[src/acs_map.svh]
// register offsets, field positions, reset values and timing counts of the converter sequencer
// assumes byte-addressed avalon-mm; printed offsets are not all multiples of four, so they are indices
// Operation
// - result code is vin times 1024 over vref, 0x3FF is full scale minus one step
// - result pair holds the new result once the done flag is high
// - channel code 1000 routes the temperature sensor to the converter
// - codes 0000-0111 external inputs, 1110 bandgap, 1111 ground, others reserved
// - channel change during a conversion applies only after it completes
// - reference field bits 7:6 decodes four options, latched per conversion
// - left adjust bit 5 alters data presentation immediately
// - bit 4 of the select register always reads zero
// - enable bit 7 powers on; clearing it aborts any conversion
// - start bit begins one conversion; in free running only the first
// - first conversion after enable lasts 25 converter clocks, later ones 13
// - start bit reads one while converting; writing zero has no effect
// - auto trigger enable bit 5 starts a conversion on each trigger rising edge
// - done flag bit 4 sets when a conversion finishes and data is updated; the code also sets it when a frozen pair skips the update
// - interrupt request when done flag, irq enable bit 3 and global enable set
// - done flag cleared by vector acknowledge or by writing one
// - divider field gives 2,2,4,8,16,32,64,128
// - after low byte read, result pair frozen until high byte read
// - switching trigger source to free running makes no trigger edge
`ifndef ACS_MAP_SVH
`define ACS_MAP_SVH
`define ACS_IDX_RESULT_LOW    8'h78
`define ACS_IDX_RESULT_HIGH   8'h79
`define ACS_IDX_CTRL_STATUS   8'h7A
`define ACS_IDX_TRIG_SELECT   8'h7B
`define ACS_IDX_CHAN_REF      8'h7C
`define ACS_BIT_ENABLE        7
`define ACS_BIT_START         6
`define ACS_BIT_AUTO_TRIG     5
`define ACS_BIT_DONE          4
`define ACS_BIT_IRQ_EN        3
`define ACS_BIT_LEFT_ADJ      5
`define ACS_RESET_BYTE        8'h00
`define ACS_FIRST_CYCLES      5'd25
`define ACS_NORMAL_CYCLES     5'd13
`define ACS_CHAN_SENSOR       4'h8
`define ACS_CHAN_BANDGAP      4'hE
`define ACS_CHAN_GROUND       4'hF
`endif

[src/acs_pkg.sv]
// types of the converter sequencer
// assumes nothing beyond the map header
package acs_pkg;
  typedef enum logic [1:0] {ACS_IDLE, ACS_CONVERT} acs_state_e;
  typedef enum logic [1:0] {ACS_REF_EXTERNAL, ACS_REF_SUPPLY, ACS_REF_RESERVED,
                            ACS_REF_INTERNAL} acs_ref_e;
endpackage : acs_pkg

[src/acs_adc_control_sequencer.sv]
// converter control sequencer: registers, prescaler, conversion timing and result pair
// assumes the analog core samples when sample pulses and offers its code in that same cycle, when the result is latched
//
// Implementation choice: the Avalon-MM slave port.
`include "acs_map.svh"
`timescale 1ns/1ps
`default_nettype none
module acs_adc_control_sequencer
  import acs_pkg::*;
(
  input  wire logic        clock,
  input  wire logic        reset_n,
  input  wire logic [9:0]  address,
  input  wire logic        read,
  input  wire logic        write,
  input  wire logic [31:0] writedata,
  input  wire logic [3:0]  byteenable,
  output logic [31:0]      readdata,
  output logic             waitrequest,
  input  wire logic [7:0]  triggerSources,
  input  wire logic        globalIrqEnable,
  input  wire logic        irqAck,
  output logic             conversionIrq,
  input  wire logic [9:0]  analogCode,
  output logic             converterPowered,
  output logic             sampleStrobe,
  output logic [3:0]       activeChannel,
  output logic [1:0]       activeReference,
  output logic             sensorSelected,
  output logic             bandgapSelected,
  output logic             groundSelected,
  output logic             externalSelected
);
  ////////////////////////////////////////////////////////////////////////////
  logic [7:0] ctrl_q;
  logic [7:0] chanRef_q;
  logic [2:0] trigSel_q;
  logic [9:0] result_q;
  logic       lowRead_q;
  logic       ack_q;
  logic [7:0] trigSync1_q;
  logic [7:0] trigSync2_q;
  logic       trigLevel_q;
  logic [6:0] presc_q;
  logic [4:0] cycle_q;
  logic       firstPending_q;
  acs_state_e state_q;
  logic [3:0] activeChannel_q;
  logic [1:0] activeReference_q;
  logic [31:0] readdata_q;
  logic [7:0]  rdByte;

  wire        busReq   = read | write;
  wire [7:0]  regIdx   = address[9:2];
  // writes land on the edge where waitrequest is seen low, as the master expects
  wire        wrLane0  = write & ack_q & byteenable[0];
  wire        wrCtrl   = wrLane0 & (regIdx == `ACS_IDX_CTRL_STATUS);
  wire        wrChan   = wrLane0 & (regIdx == `ACS_IDX_CHAN_REF);
  wire        wrTrig   = wrLane0 & (regIdx == `ACS_IDX_TRIG_SELECT);
  wire        rdLow    = read & ~ack_q & (regIdx == `ACS_IDX_RESULT_LOW);
  wire        rdHigh   = read & ~ack_q & (regIdx == `ACS_IDX_RESULT_HIGH);
  wire [7:0]  wdat     = writedata[7:0];
  wire        enabled  = ctrl_q[`ACS_BIT_ENABLE];
  wire        enNext   = wrCtrl ? wdat[`ACS_BIT_ENABLE] : enabled;
  wire        converting = (state_q == ACS_CONVERT);

  // one wait state: request taken on the edge waitrequest is low
  assign waitrequest = busReq & ~ack_q;

  ////////////////////////////////////////////////////////////////////////////
  // prescaler: tick every 2^k system clocks for divider field k, every 2 for field 0
  logic [6:0] prescMask;
  always_comb
  begin
    unique case (ctrl_q[2:0])
      3'h0, 3'h1: prescMask = 7'h01;
      3'h2:       prescMask = 7'h03;
      3'h3:       prescMask = 7'h07;
      3'h4:       prescMask = 7'h0F;
      3'h5:       prescMask = 7'h1F;
      3'h6:       prescMask = 7'h3F;
      3'h7:       prescMask = 7'h7F;
    endcase
  end
  wire adcTick = enabled & ((presc_q & prescMask) == prescMask);

  ////////////////////////////////////////////////////////////////////////////
  // trigger edge detect on synchronised sources
  wire trigSel     = trigSync2_q[trigSel_q];
  wire freeRun     = (trigSel_q == 3'h0);
  // free running restarts on each finish, whatever the done flag holds; switching to it never edges
  wire trigInput   = freeRun ? 1'b0 : trigSel;
  wire trigEdge    = ctrl_q[`ACS_BIT_AUTO_TRIG] & trigInput & ~trigLevel_q;

  wire swStart     = wrCtrl & wdat[`ACS_BIT_START] & enNext;
  wire cycleLimit  = (cycle_q == ((firstPending_q) ? `ACS_FIRST_CYCLES - 5'd1
                                                   : `ACS_NORMAL_CYCLES - 5'd1));
  wire finish      = converting & adcTick & cycleLimit;
  wire autoRestart = finish & ctrl_q[`ACS_BIT_AUTO_TRIG] & freeRun;
  wire startReq    = enNext & ~converting & (swStart | trigEdge);
  wire frozen      = lowRead_q & ~rdHigh;

  ////////////////////////////////////////////////////////////////////////////
  always_ff @(posedge clock)
  begin
    if (!reset_n)
    begin
      ack_q <= 1'b0;
      presc_q <= 7'h00;
      trigSync1_q <= 8'h00;
      trigSync2_q <= 8'h00;
      trigLevel_q <= 1'b0;
      trigSel_q <= 3'h0;
      chanRef_q <= `ACS_RESET_BYTE;
      lowRead_q <= 1'b0;
      readdata_q <= 32'h0000_0000;
    end
    else
    begin
      ack_q <= busReq & ~ack_q;
      presc_q <= enabled ? presc_q + 7'h01 : 7'h00;
      trigSync1_q <= triggerSources;
      trigSync2_q <= trigSync1_q;
      trigLevel_q <= trigInput;
      if (wrTrig)
        trigSel_q <= wdat[2:0];
      if (wrChan)
        chanRef_q <= {wdat[7:5], 1'b0, wdat[3:0]};
      if (rdLow)
        lowRead_q <= 1'b1;
      else if (rdHigh)
        lowRead_q <= 1'b0;
      if (read & ~ack_q)
        readdata_q <= {24'h00_0000, rdByte};
    end
  end

  // conversion sequencer
  always_ff @(posedge clock)
  begin
    if (!reset_n)
    begin
      state_q <= ACS_IDLE;
      cycle_q <= 5'd0;
      firstPending_q <= 1'b1;
      activeChannel_q <= 4'h0;
      activeReference_q <= 2'h0;
    end
    else if (!enNext)
    begin
      state_q <= ACS_IDLE;
      cycle_q <= 5'd0;
      firstPending_q <= 1'b1;
    end
    else if (startReq | autoRestart)
    begin
      state_q <= ACS_CONVERT;
      cycle_q <= 5'd0;
      if (finish)
        firstPending_q <= 1'b0;
      activeChannel_q <= wrChan ? wdat[3:0] : chanRef_q[3:0];
      activeReference_q <= wrChan ? wdat[7:6] : chanRef_q[7:6];
    end
    else if (finish)
    begin
      state_q <= ACS_IDLE;
      cycle_q <= 5'd0;
      firstPending_q <= 1'b0;
    end
    else if (converting & adcTick)
      cycle_q <= cycle_q + 5'd1;
  end

  // control register: done flag set wins over a clear
  logic [7:0] ctrlNext;
  always_comb
  begin
    ctrlNext = ctrl_q;
    if (wrCtrl)
    begin
      ctrlNext[7] = wdat[7];
      ctrlNext[5] = wdat[5];
      ctrlNext[3:0] = wdat[3:0];
      if (wdat[`ACS_BIT_DONE])
        ctrlNext[`ACS_BIT_DONE] = 1'b0;
    end
    if (irqAck)
      ctrlNext[`ACS_BIT_DONE] = 1'b0;
    if (finish)
      ctrlNext[`ACS_BIT_DONE] = 1'b1;
    ctrlNext[`ACS_BIT_START] = startReq | autoRestart | (converting & ~finish & enNext);
  end

  always_ff @(posedge clock)
  begin
    if (!reset_n)
    begin
      ctrl_q <= `ACS_RESET_BYTE;
      result_q <= 10'h000;
    end
    else
    begin
      ctrl_q <= ctrlNext;
      if (finish & ~frozen)
        result_q <= analogCode;
    end
  end

  ////////////////////////////////////////////////////////////////////////////
  // read path; justification applied at read time
  wire        leftAdj = chanRef_q[`ACS_BIT_LEFT_ADJ];
  wire [15:0] resWord = leftAdj ? {result_q, 6'h00} : {6'h00, result_q};
  always_comb
  begin
    unique case (regIdx)
      `ACS_IDX_RESULT_LOW:  rdByte = resWord[7:0];
      `ACS_IDX_RESULT_HIGH: rdByte = resWord[15:8];
      `ACS_IDX_CTRL_STATUS: rdByte = ctrl_q;
      `ACS_IDX_TRIG_SELECT: rdByte = {5'h00, trigSel_q};
      `ACS_IDX_CHAN_REF:    rdByte = chanRef_q;
      default:              rdByte = 8'h00;
    endcase
  end

  assign readdata = readdata_q;
  assign conversionIrq = ctrl_q[`ACS_BIT_DONE] & ctrl_q[`ACS_BIT_IRQ_EN] & globalIrqEnable;
  assign converterPowered = enabled;
  assign sampleStrobe = finish;
  assign activeChannel = activeChannel_q;
  assign activeReference = activeReference_q;
  assign sensorSelected = (activeChannel_q == `ACS_CHAN_SENSOR);
  assign bandgapSelected = (activeChannel_q == `ACS_CHAN_BANDGAP);
  assign groundSelected = (activeChannel_q == `ACS_CHAN_GROUND);
  assign externalSelected = ~activeChannel_q[3];
endmodule : acs_adc_control_sequencer
`default_nettype wire

[config.mk]
export PLATFORM = sky130hd
export DESIGN_NAME = acs_adc_control_sequencer
export DESIGN_NICKNAME = d
export VERILOG_FILES = /design/src/acs_pkg.sv /design/src/acs_adc_control_sequencer.sv
export VERILOG_INCLUDE_DIRS = /design/src
export SDC_FILE = /design/constraint.sdc
export NUM_CORES = 1
export LEC_CHECK = 0
export BUFFER_PORTS_ARGS = -buffer_cell sky130_fd_sc_hd__buf_2
export CELL_PAD_IN_SITES_DETAIL_PLACEMENT = 0
export CELL_PAD_IN_SITES_GLOBAL_PLACEMENT = 2
export CORE_MARGIN = 1.5
export CORE_UTILIZATION = 32
export DETAILED_ROUTE_END_ITERATION = 6
export PLACE_DENSITY_LB_ADDON = 0.1
export SLEW_MARGIN = 5
export SYNTH_ARGS = -nofsm -noshare
export SYNTH_HDL_FRONTEND = slang
export SYNTH_SLANG_ARGS = --single-unit
[constraint.sdc]
create_clock -name clock -period 4.26 [get_ports clock]
set_clock_uncertainty 0.05 [all_clocks]
set_input_delay 0.852 -clock clock [delete_from_list [all_inputs] [get_ports clock]]
set_output_delay 0.852 -clock clock [all_outputs]
set_load 0.02 [all_outputs]
==> flow_metrics.env, run 1 <==
export IMPL_drtAntennaViolNets=0
export IMPL_required_ns=3.36
export IMPL_antenna_found_initial=0
export IMPL_start_kind="register"
export IMPL_critPathArrivalTime_ns=1.96
export IMPL_io_pins=116
export IMPL_finalPower_mw=1.610
export IMPL_final_util_pct=38.69
export IMPL_clock_root_buffer="clkbuf_16"
export IMPL_clock_path_buffers=2
export IMPL_synth_seq_cells=79
export IMPL_cts_sinks=79
export IMPL_drive_above_1_share_pct=20.83
export IMPL_setup_violations=0
export IMPL_max_cap_viol_count=0
export IMPL_drt_pass1_iter_count=4
export IMPL_grt_max_degree=55
export IMPL_die_w_um=109.8
export IMPL_grt_pass1_vias=2691
export IMPL_grtUsageTotal_pct=16.14
export IMPL_p_leak_nw=1.728
export IMPL_drt_wl_total_mm=9.095
export IMPL_port_buffers=61
export IMPL_instances_no_fill=596
export IMPL_drc_errors=0
export IMPL_wl_per_cell_um=15.26
export IMPL_synthSimpleGateAreaFrac_pct=23.26
export IMPL_fill_cells=1153
export IMPL_synthCells=397
export IMPL_endpoint_kind="output port"
export IMPL_synth_edf_count=0
export IMPL_grt_pass1_wl_mm=14.61
export IMPL_die_y_um=109.8
export IMPL_routed_via_density=4.683
export IMPL_fmax_mhz=349.8
export IMPL_yosys_top_cells_area="dfxtp_1, mux2i_1, buf_4, nand2_1, and2_1"
export IMPL_timing_final_hold_violations=0
export IMPL_synthToLayoutAreaGrowth_pct=16.50
export IMPL_min_period_ns=2.859
export IMPL_post_route_period_util_pct=67.12
export IMPL_avgSynthCellArea_um2=9.187
export IMPL_postCtsSetupBuffers=0
export IMPL_syn_area_um2=3647
export IMPL_synth_ff_type="dfxtp_1"
export IMPL_slew_viol_final=0
export IMPL_core_um2=10980
export IMPL_place_hpwl_mm=6.487
export IMPL_initial_utilization_pct=33.21
export IMPL_placementRows=38
export IMPL_min_path_type="reg -> reg"
export IMPL_fin_ws_ns=1.401
export IMPL_htreeDepth=3
export IMPL_gp_congestion=0.7319
export IMPL_p_per_area_nw_per_um2=378.9
export IMPL_synthDominantCellAreaShare_pct=43.36
export IMPL_rr_worst_depth=5
export IMPL_rsz0062_at_grt="false"
export IMPL_holdPathStages=1
export IMPL_yosys_area_share_xor_xnor_pct=2.161
export IMPL_synth_top_family_by_area="simple AND/OR/NAND/NOR gates"
export IMPL_cts_resized=0
export IMPL_cts_made_buffers=9
export IMPL_hold_buffers=0
export IMPL_synth_fa_ha_area_share_pct=1.029
export IMPL_tns_ns=0
export IMPL_dr_first_iter_drc_count=156
export IMPL_slew_headroom_pct=44.01
export IMPL_dieArea_um2=12050
export IMPL_synth_async_reset_ratio_pct=0
export IMPL_pre_cts_ws_ns=1.533
export IMPL_synth_compound_area_share_pct=10.53
export IMPL_vias=2791
export IMPL_crit_fanout=7
export IMPL_max_slew_worst_pin_slew_ns=0.8322
export IMPL_outcome="complete, no violations"
export IMPL_synth_seq_area_share_pct=43.36
export IMPL_nets=524
export IMPL_yosysWarnings=0
export IMPL_ys_types=53
export IMPL_n_antenna_cell=0
export IMPL_critPathKind="reg -> out"
export IMPL_clk_pin_slew_worst_paths_ns=0.06
export IMPL_synth_area_leader_cell="dfxtp_1"
export IMPL_insertion_delay_ns=0.34
export IMPL_irDropWorstVdd_mv=0.2470
export IMPL_post_place_cells=580
export IMPL_muxShareOfSynthArea_pct=10.43
export IMPL_cts_tree="done"
export IMPL_grt_remaining_overflow=0
-- cell usage after synthesis (all sizes together), types with 5 or more instances --
| cell type | n |
|---|---|
| xnor2 | 5 |
| and3 | 7 |
| mux2i | 23 |
| a221oi | 6 |
| inv | 16 |
| clkbuf | 11 |
| nor2 | 30 |
| a21oi | 15 |
| o21ai | 12 |
| mux2 | 9 |
| dfxtp | 79 |
| a31oi | 5 |
| nand3 | 19 |
| and2 | 21 |
| buf | 32 |
| nand2 | 50 |
-- final timing paths --
check / startpoint / endpoint / slack (ns)
setup / recovery: state_q[0] / sampleStrobe / 1.40
setup reg to reg: trigSel_q[1] / activeChannel[2] / 2.02
hold reg to reg: trigSync1_q[2] / trigSync2_q[2] / 0.38
hold / removal: trigSync1_q[2] / trigSync2_q[2] / 0.38
-- layer usage --
layer,vias up,share of wire (%),track usage [%]
met2,62,46,25.51
met3,12,4.2,4.446
li1,1423,-,-
met1,1294,48,21.34
met5,-,0,0
met4,0,1.4,4.917
-- placed cells by master (no fill, tap or decap), drive strengths merged, types with 4 or more instances in the layout --
cell type  Yosys  routed
inv           16      16
nand2         50      50
a21oi         15      15
and2          21      21
xnor2          5       5
nor2b          4       4
xor2           4       4
conb           1      24
o21ai         12      12
nor4           4       4
nor2          30      30
dfxtp         79      79
nor3           4       4
a221oi         6       6
buf           32      63
clkbuf        11      13
mux2           9       9
a31oi          5       5
nand2b         4       4
mux2i         23      23
and3           7       7
nand3         19      19
-- cell type report --
type | instances | area [um^2] | area share, %
timing repair buffer | 63 | 320.3 | 7.538
sequential | 79 | 1582 | 37.22
multi-input combinational | 282 | 1819 | 42.81
tap | 140 | 175.2 | 4.122
inverter | 16 | 60.06 | 1.413
clock buffer | 13 | 250.2 | 5.889
clock inverter | 3 | 42.54 | 1.001
-- worst max-delay path, stage by stage, from the launching register on --
cell and delay (ns):
dfxtp_1 0.45, nand3_1 0.12, a221oi_2 0.44, nand4b_2 0.34, inv_1 0.11, buf_2 0.16
-- metrics by stage --
step	hold slack (ns)	instance area, um^2
finish	0.3815	4249
global route	0.3983	4249
detailed placement	0.3677	3956
global placement	0.3726	3956
CTS	0.3810	4249
floorplan	0.3619	3734
-- power breakdown --
part / total, mW / internal, mW / switching, mW
clock: 0.766 / 0.470 / 0.297
sequential: 0.753 / 0.749 / 0.00379
combinational: 0.0911 / 0.0275 / 0.0636
-- kinds of logic after synthesis --
group | Yosys count
flip-flops | 79
multiplexers | 33
buffers and inverters | 59
AND/OR/NAND/NOR | 160
AO/OA/AOI/OAI | 53
XOR/XNOR | 9
other | 1
adder cells (fa/ha/maj) | 3
-- registers in the layout, indices dropped and copies added (netlist names), 2 cells and up --
signal,flops
activeChannel,4
activeReference,2
chanRef_q,7
ctrl_q,8
cycle_q,5
prescMask,6
presc_q,7
readdata,8
result_q,10
trigSel_q,3
trigSync1_q,7
trigSync2_q,7
Note: power is estimated with default switching activity, not from simulation.
==> run 2, diff against run 1 <==
--- a/config.mk
+++ b/config.mk
@@ -10,7 +10,7 @@
 export CELL_PAD_IN_SITES_DETAIL_PLACEMENT = 0
 export CELL_PAD_IN_SITES_GLOBAL_PLACEMENT = 2
 export CORE_MARGIN = 1.5
-export CORE_UTILIZATION = 32
+export CORE_UTILIZATION = 27
 export DETAILED_ROUTE_END_ITERATION = 6
 export PLACE_DENSITY_LB_ADDON = 0.1
 export SLEW_MARGIN = 5
==> constraint.sdc (replaced) <==
create_clock -name clock -period 2.63 [get_ports clock]
set_clock_uncertainty 0.05 [all_clocks]
set_input_delay 0.526 -clock clock [delete_from_list [all_inputs] [get_ports clock]]
set_output_delay 0.526 -clock clock [all_outputs]
set_load 0.02 [all_outputs]
==> run 2 against run 1 <==
  * Via count grew 2.0%
  * Power grew 64%
  * First-iteration DRC count shrank 19%
  * Sequential power grew 62%
  * Design area grew 3.2%
  * Critical endpoint unchanged
  * Largest cell class unchanged
  * Largest power group unchanged
==> flow_metrics.env, run 2 (synthesis results as in run 1) <==
export IMPL_setup_violations=0
export IMPL_drt_wl_total_mm=9.371
export IMPL_cts_made_buffers=9
export IMPL_placementRows=42
export IMPL_register_area_um2=1582
export IMPL_post_route_period_util_pct=93.85
export IMPL_worstPathCellList="inv_1 > a2111oi_4 > nand4b_2 > inv_1 > buf_2"
export IMPL_r2r_start="trigSel_q[1]"
export IMPL_p_leak_nw=1.783
export IMPL_final_common_cell="dfxtp_1"
export IMPL_cts_tree="done"
export IMPL_critPathKind="reg -> out"
export IMPL_final_cell_mix="dfxtp_1, buf_2, nand2_1"
export IMPL_finalPower_mw=2.643
export IMPL_busiest_layer="met2"
export IMPL_start_kind="register"
export IMPL_grt_util_met3_pct=3.975
export IMPL_met2_usage_pct=22.07
export IMPL_insertion_delay_ns=0.34
export IMPL_nets=535
export IMPL_n_antenna_cell=0
export IMPL_min_period_ns=2.468
export IMPL_holdPathEnd="trigSync1_q[1]"
export IMPL_required_ns=2.05
export IMPL_rsz0062_at_grt="false"
export IMPL_grt_pass1_wl_mm=14.84
export IMPL_synthToLayoutAreaGrowth_pct=20.21
export IMPL_cpPeakStageDelay_ns=0.50
export IMPL_antenna_found_initial=0
export IMPL_cts_sinks=79
export IMPL_max_slew_worst_pin_slew_ns=0.6299
export IMPL_hp_start="triggerSources[1]"
export IMPL_worst_path_dominant_cell_family="compound AO/OA/AOI/OAI gates"
export IMPL_p_per_area_nw_per_um2=602.9
export IMPL_postCtsSetupBuffers=0
export IMPL_slew_viol_final=0
export IMPL_grt_remaining_overflow=0
export IMPL_seqPwrFrac_pct=46.1
export IMPL_multi_input_area_um2=1819
export IMPL_drive_above_1_share_pct=23.13
export IMPL_holdPathStages=2
export IMPL_crit_top_cell="inv_1"
export IMPL_die_w_um=119.2
export IMPL_clock_path_buffers=2
export IMPL_min_path_type="in -> reg"
export IMPL_p_clk_share_pct=48.1
export IMPL_clk_pin_slew_worst_paths_ns=0.06
export IMPL_cts_resized=0
export IMPL_vias=2846
export IMPL_tns_ns=0
export IMPL_core_um2=13190
export IMPL_critPathArrivalTime_ns=1.89
export IMPL_gp_congestion=0.7044
export IMPL_largest_reg_flops=10
export IMPL_outcome="complete, no violations"
export IMPL_p_sw_share_pct=23.56
export IMPL_regMostFlops="result_q"
export IMPL_internal_power_mw=2.020
export IMPL_drtAntennaViolNets=0
export IMPL_io_pins=116
export IMPL_place_hpwl_mm=7.042
export IMPL_wl_per_cell_um=14.57
export IMPL_fill_cells=1437
export IMPL_comb_power_share_pct=5.7
export IMPL_reg2reg_to="activeReference[1]"
export IMPL_initial_utilization_pct=27.65
export IMPL_grt_pass1_vias=2727
export IMPL_endpoint_kind="output port"
export IMPL_rr_worst_depth=5
export IMPL_grtUsageTotal_pct=13.78
export IMPL_drc_errors=0
export IMPL_hold_buffers=0
export IMPL_ff2ff_setup_slack_ns=0.42
export IMPL_timing_final_hold_violations=0
export IMPL_routed_via_density=4.426
export IMPL_crit_fanout=6
export IMPL_htreeDepth=3
export IMPL_slew_headroom_pct=57.96
export IMPL_p_switching_mw=0.6228
export IMPL_irDropWorstVdd_mv=0.2956
export IMPL_fmax_mhz=405.2
export IMPL_critPathBufInv=3
export IMPL_dr_first_iter_drc_count=126
export IMPL_grt_max_degree=44
export IMPL_drt_pass1_iter_count=5
export IMPL_die_y_um=119.2
export IMPL_port_buffers=61
export IMPL_cp_slowest_cell="a2111oi_4"
export IMPL_dieArea_um2=14210
export IMPL_clock_root_buffer="clkbuf_16"
export IMPL_grt_use_met1_pct=17.54
export IMPL_max_cap_viol_count=0
[run 2: worst max-delay path by stage]
| stage | slack [ns] | start | cells past startpoint | endpoint |
|---|---|---|---|---|
| final | 0.16 | presc_q[2] | 5 | sampleStrobe |
| after global routing | 0.0004 | presc_q[2] | 5 | sampleStrobe |
| after CTS | 0.11 | presc_q[2] | 5 | sampleStrobe |
| after detailed placement | 0.33 | address[9] | 6 | activeReference[1] |
| after global placement | 0.34 | address[9] | 6 | activeReference[1] |
| after floorplan | 0.51 | address[2] | 6 | activeChannel[0] |
[run 2: metrics by stage]
step / std cells / cell area [um^2] / hold slack (ns) / utilization, % / setup slack (ns)
floorplan: 420 / 3734 / 0.3619 / - / 0.5102
global placement: 627 / 4084 / 0.3755 / 30.96 / 0.3363
detailed placement: 627 / 4084 / 0.3737 / 30.96 / 0.3297
CTS: 643 / 4384 / 0.3247 / 33.24 / 0.1128
global route: 643 / 4384 / 0.3346 / 33.24 / 0.0003910
finish: 643 / 4384 / 0.3367 / 33.24 / 0.1618
[run 2: layer usage]
| layer | wire, um | up-vias |
|---|---|---|
| li1 | - | 1442 |
| met4 | 129 | 0 |
| met2 | 4484 | 57 |
| met3 | 446 | 11 |
| met5 | 0 | - |
| met1 | 4310 | 1336 |
[run 2: cell type report]
class | count | share of cell area [%]
multi-input cells | 282 | 41.50
inverters | 16 | 1.370
flip-flops and latches | 79 | 36.07
well taps | 176 | 5.023
clock inverters | 5 | 1.313
clock buffers | 11 | 5.537
repair buffers | 74 | 9.189
[run 2: power groups by stage]
stage / clock network [mW] / logic (mW) / registers, mW
after global routing: 1.36 / 0.167 / 1.22
after global placement: 0 / 0.153 / 1.25
after floorplan: 0 / 0.112 / 1.25
final: 1.27 / 0.152 / 1.22
after CTS: 1.32 / 0.154 / 1.22
after detailed placement: 0 / 0.154 / 1.25
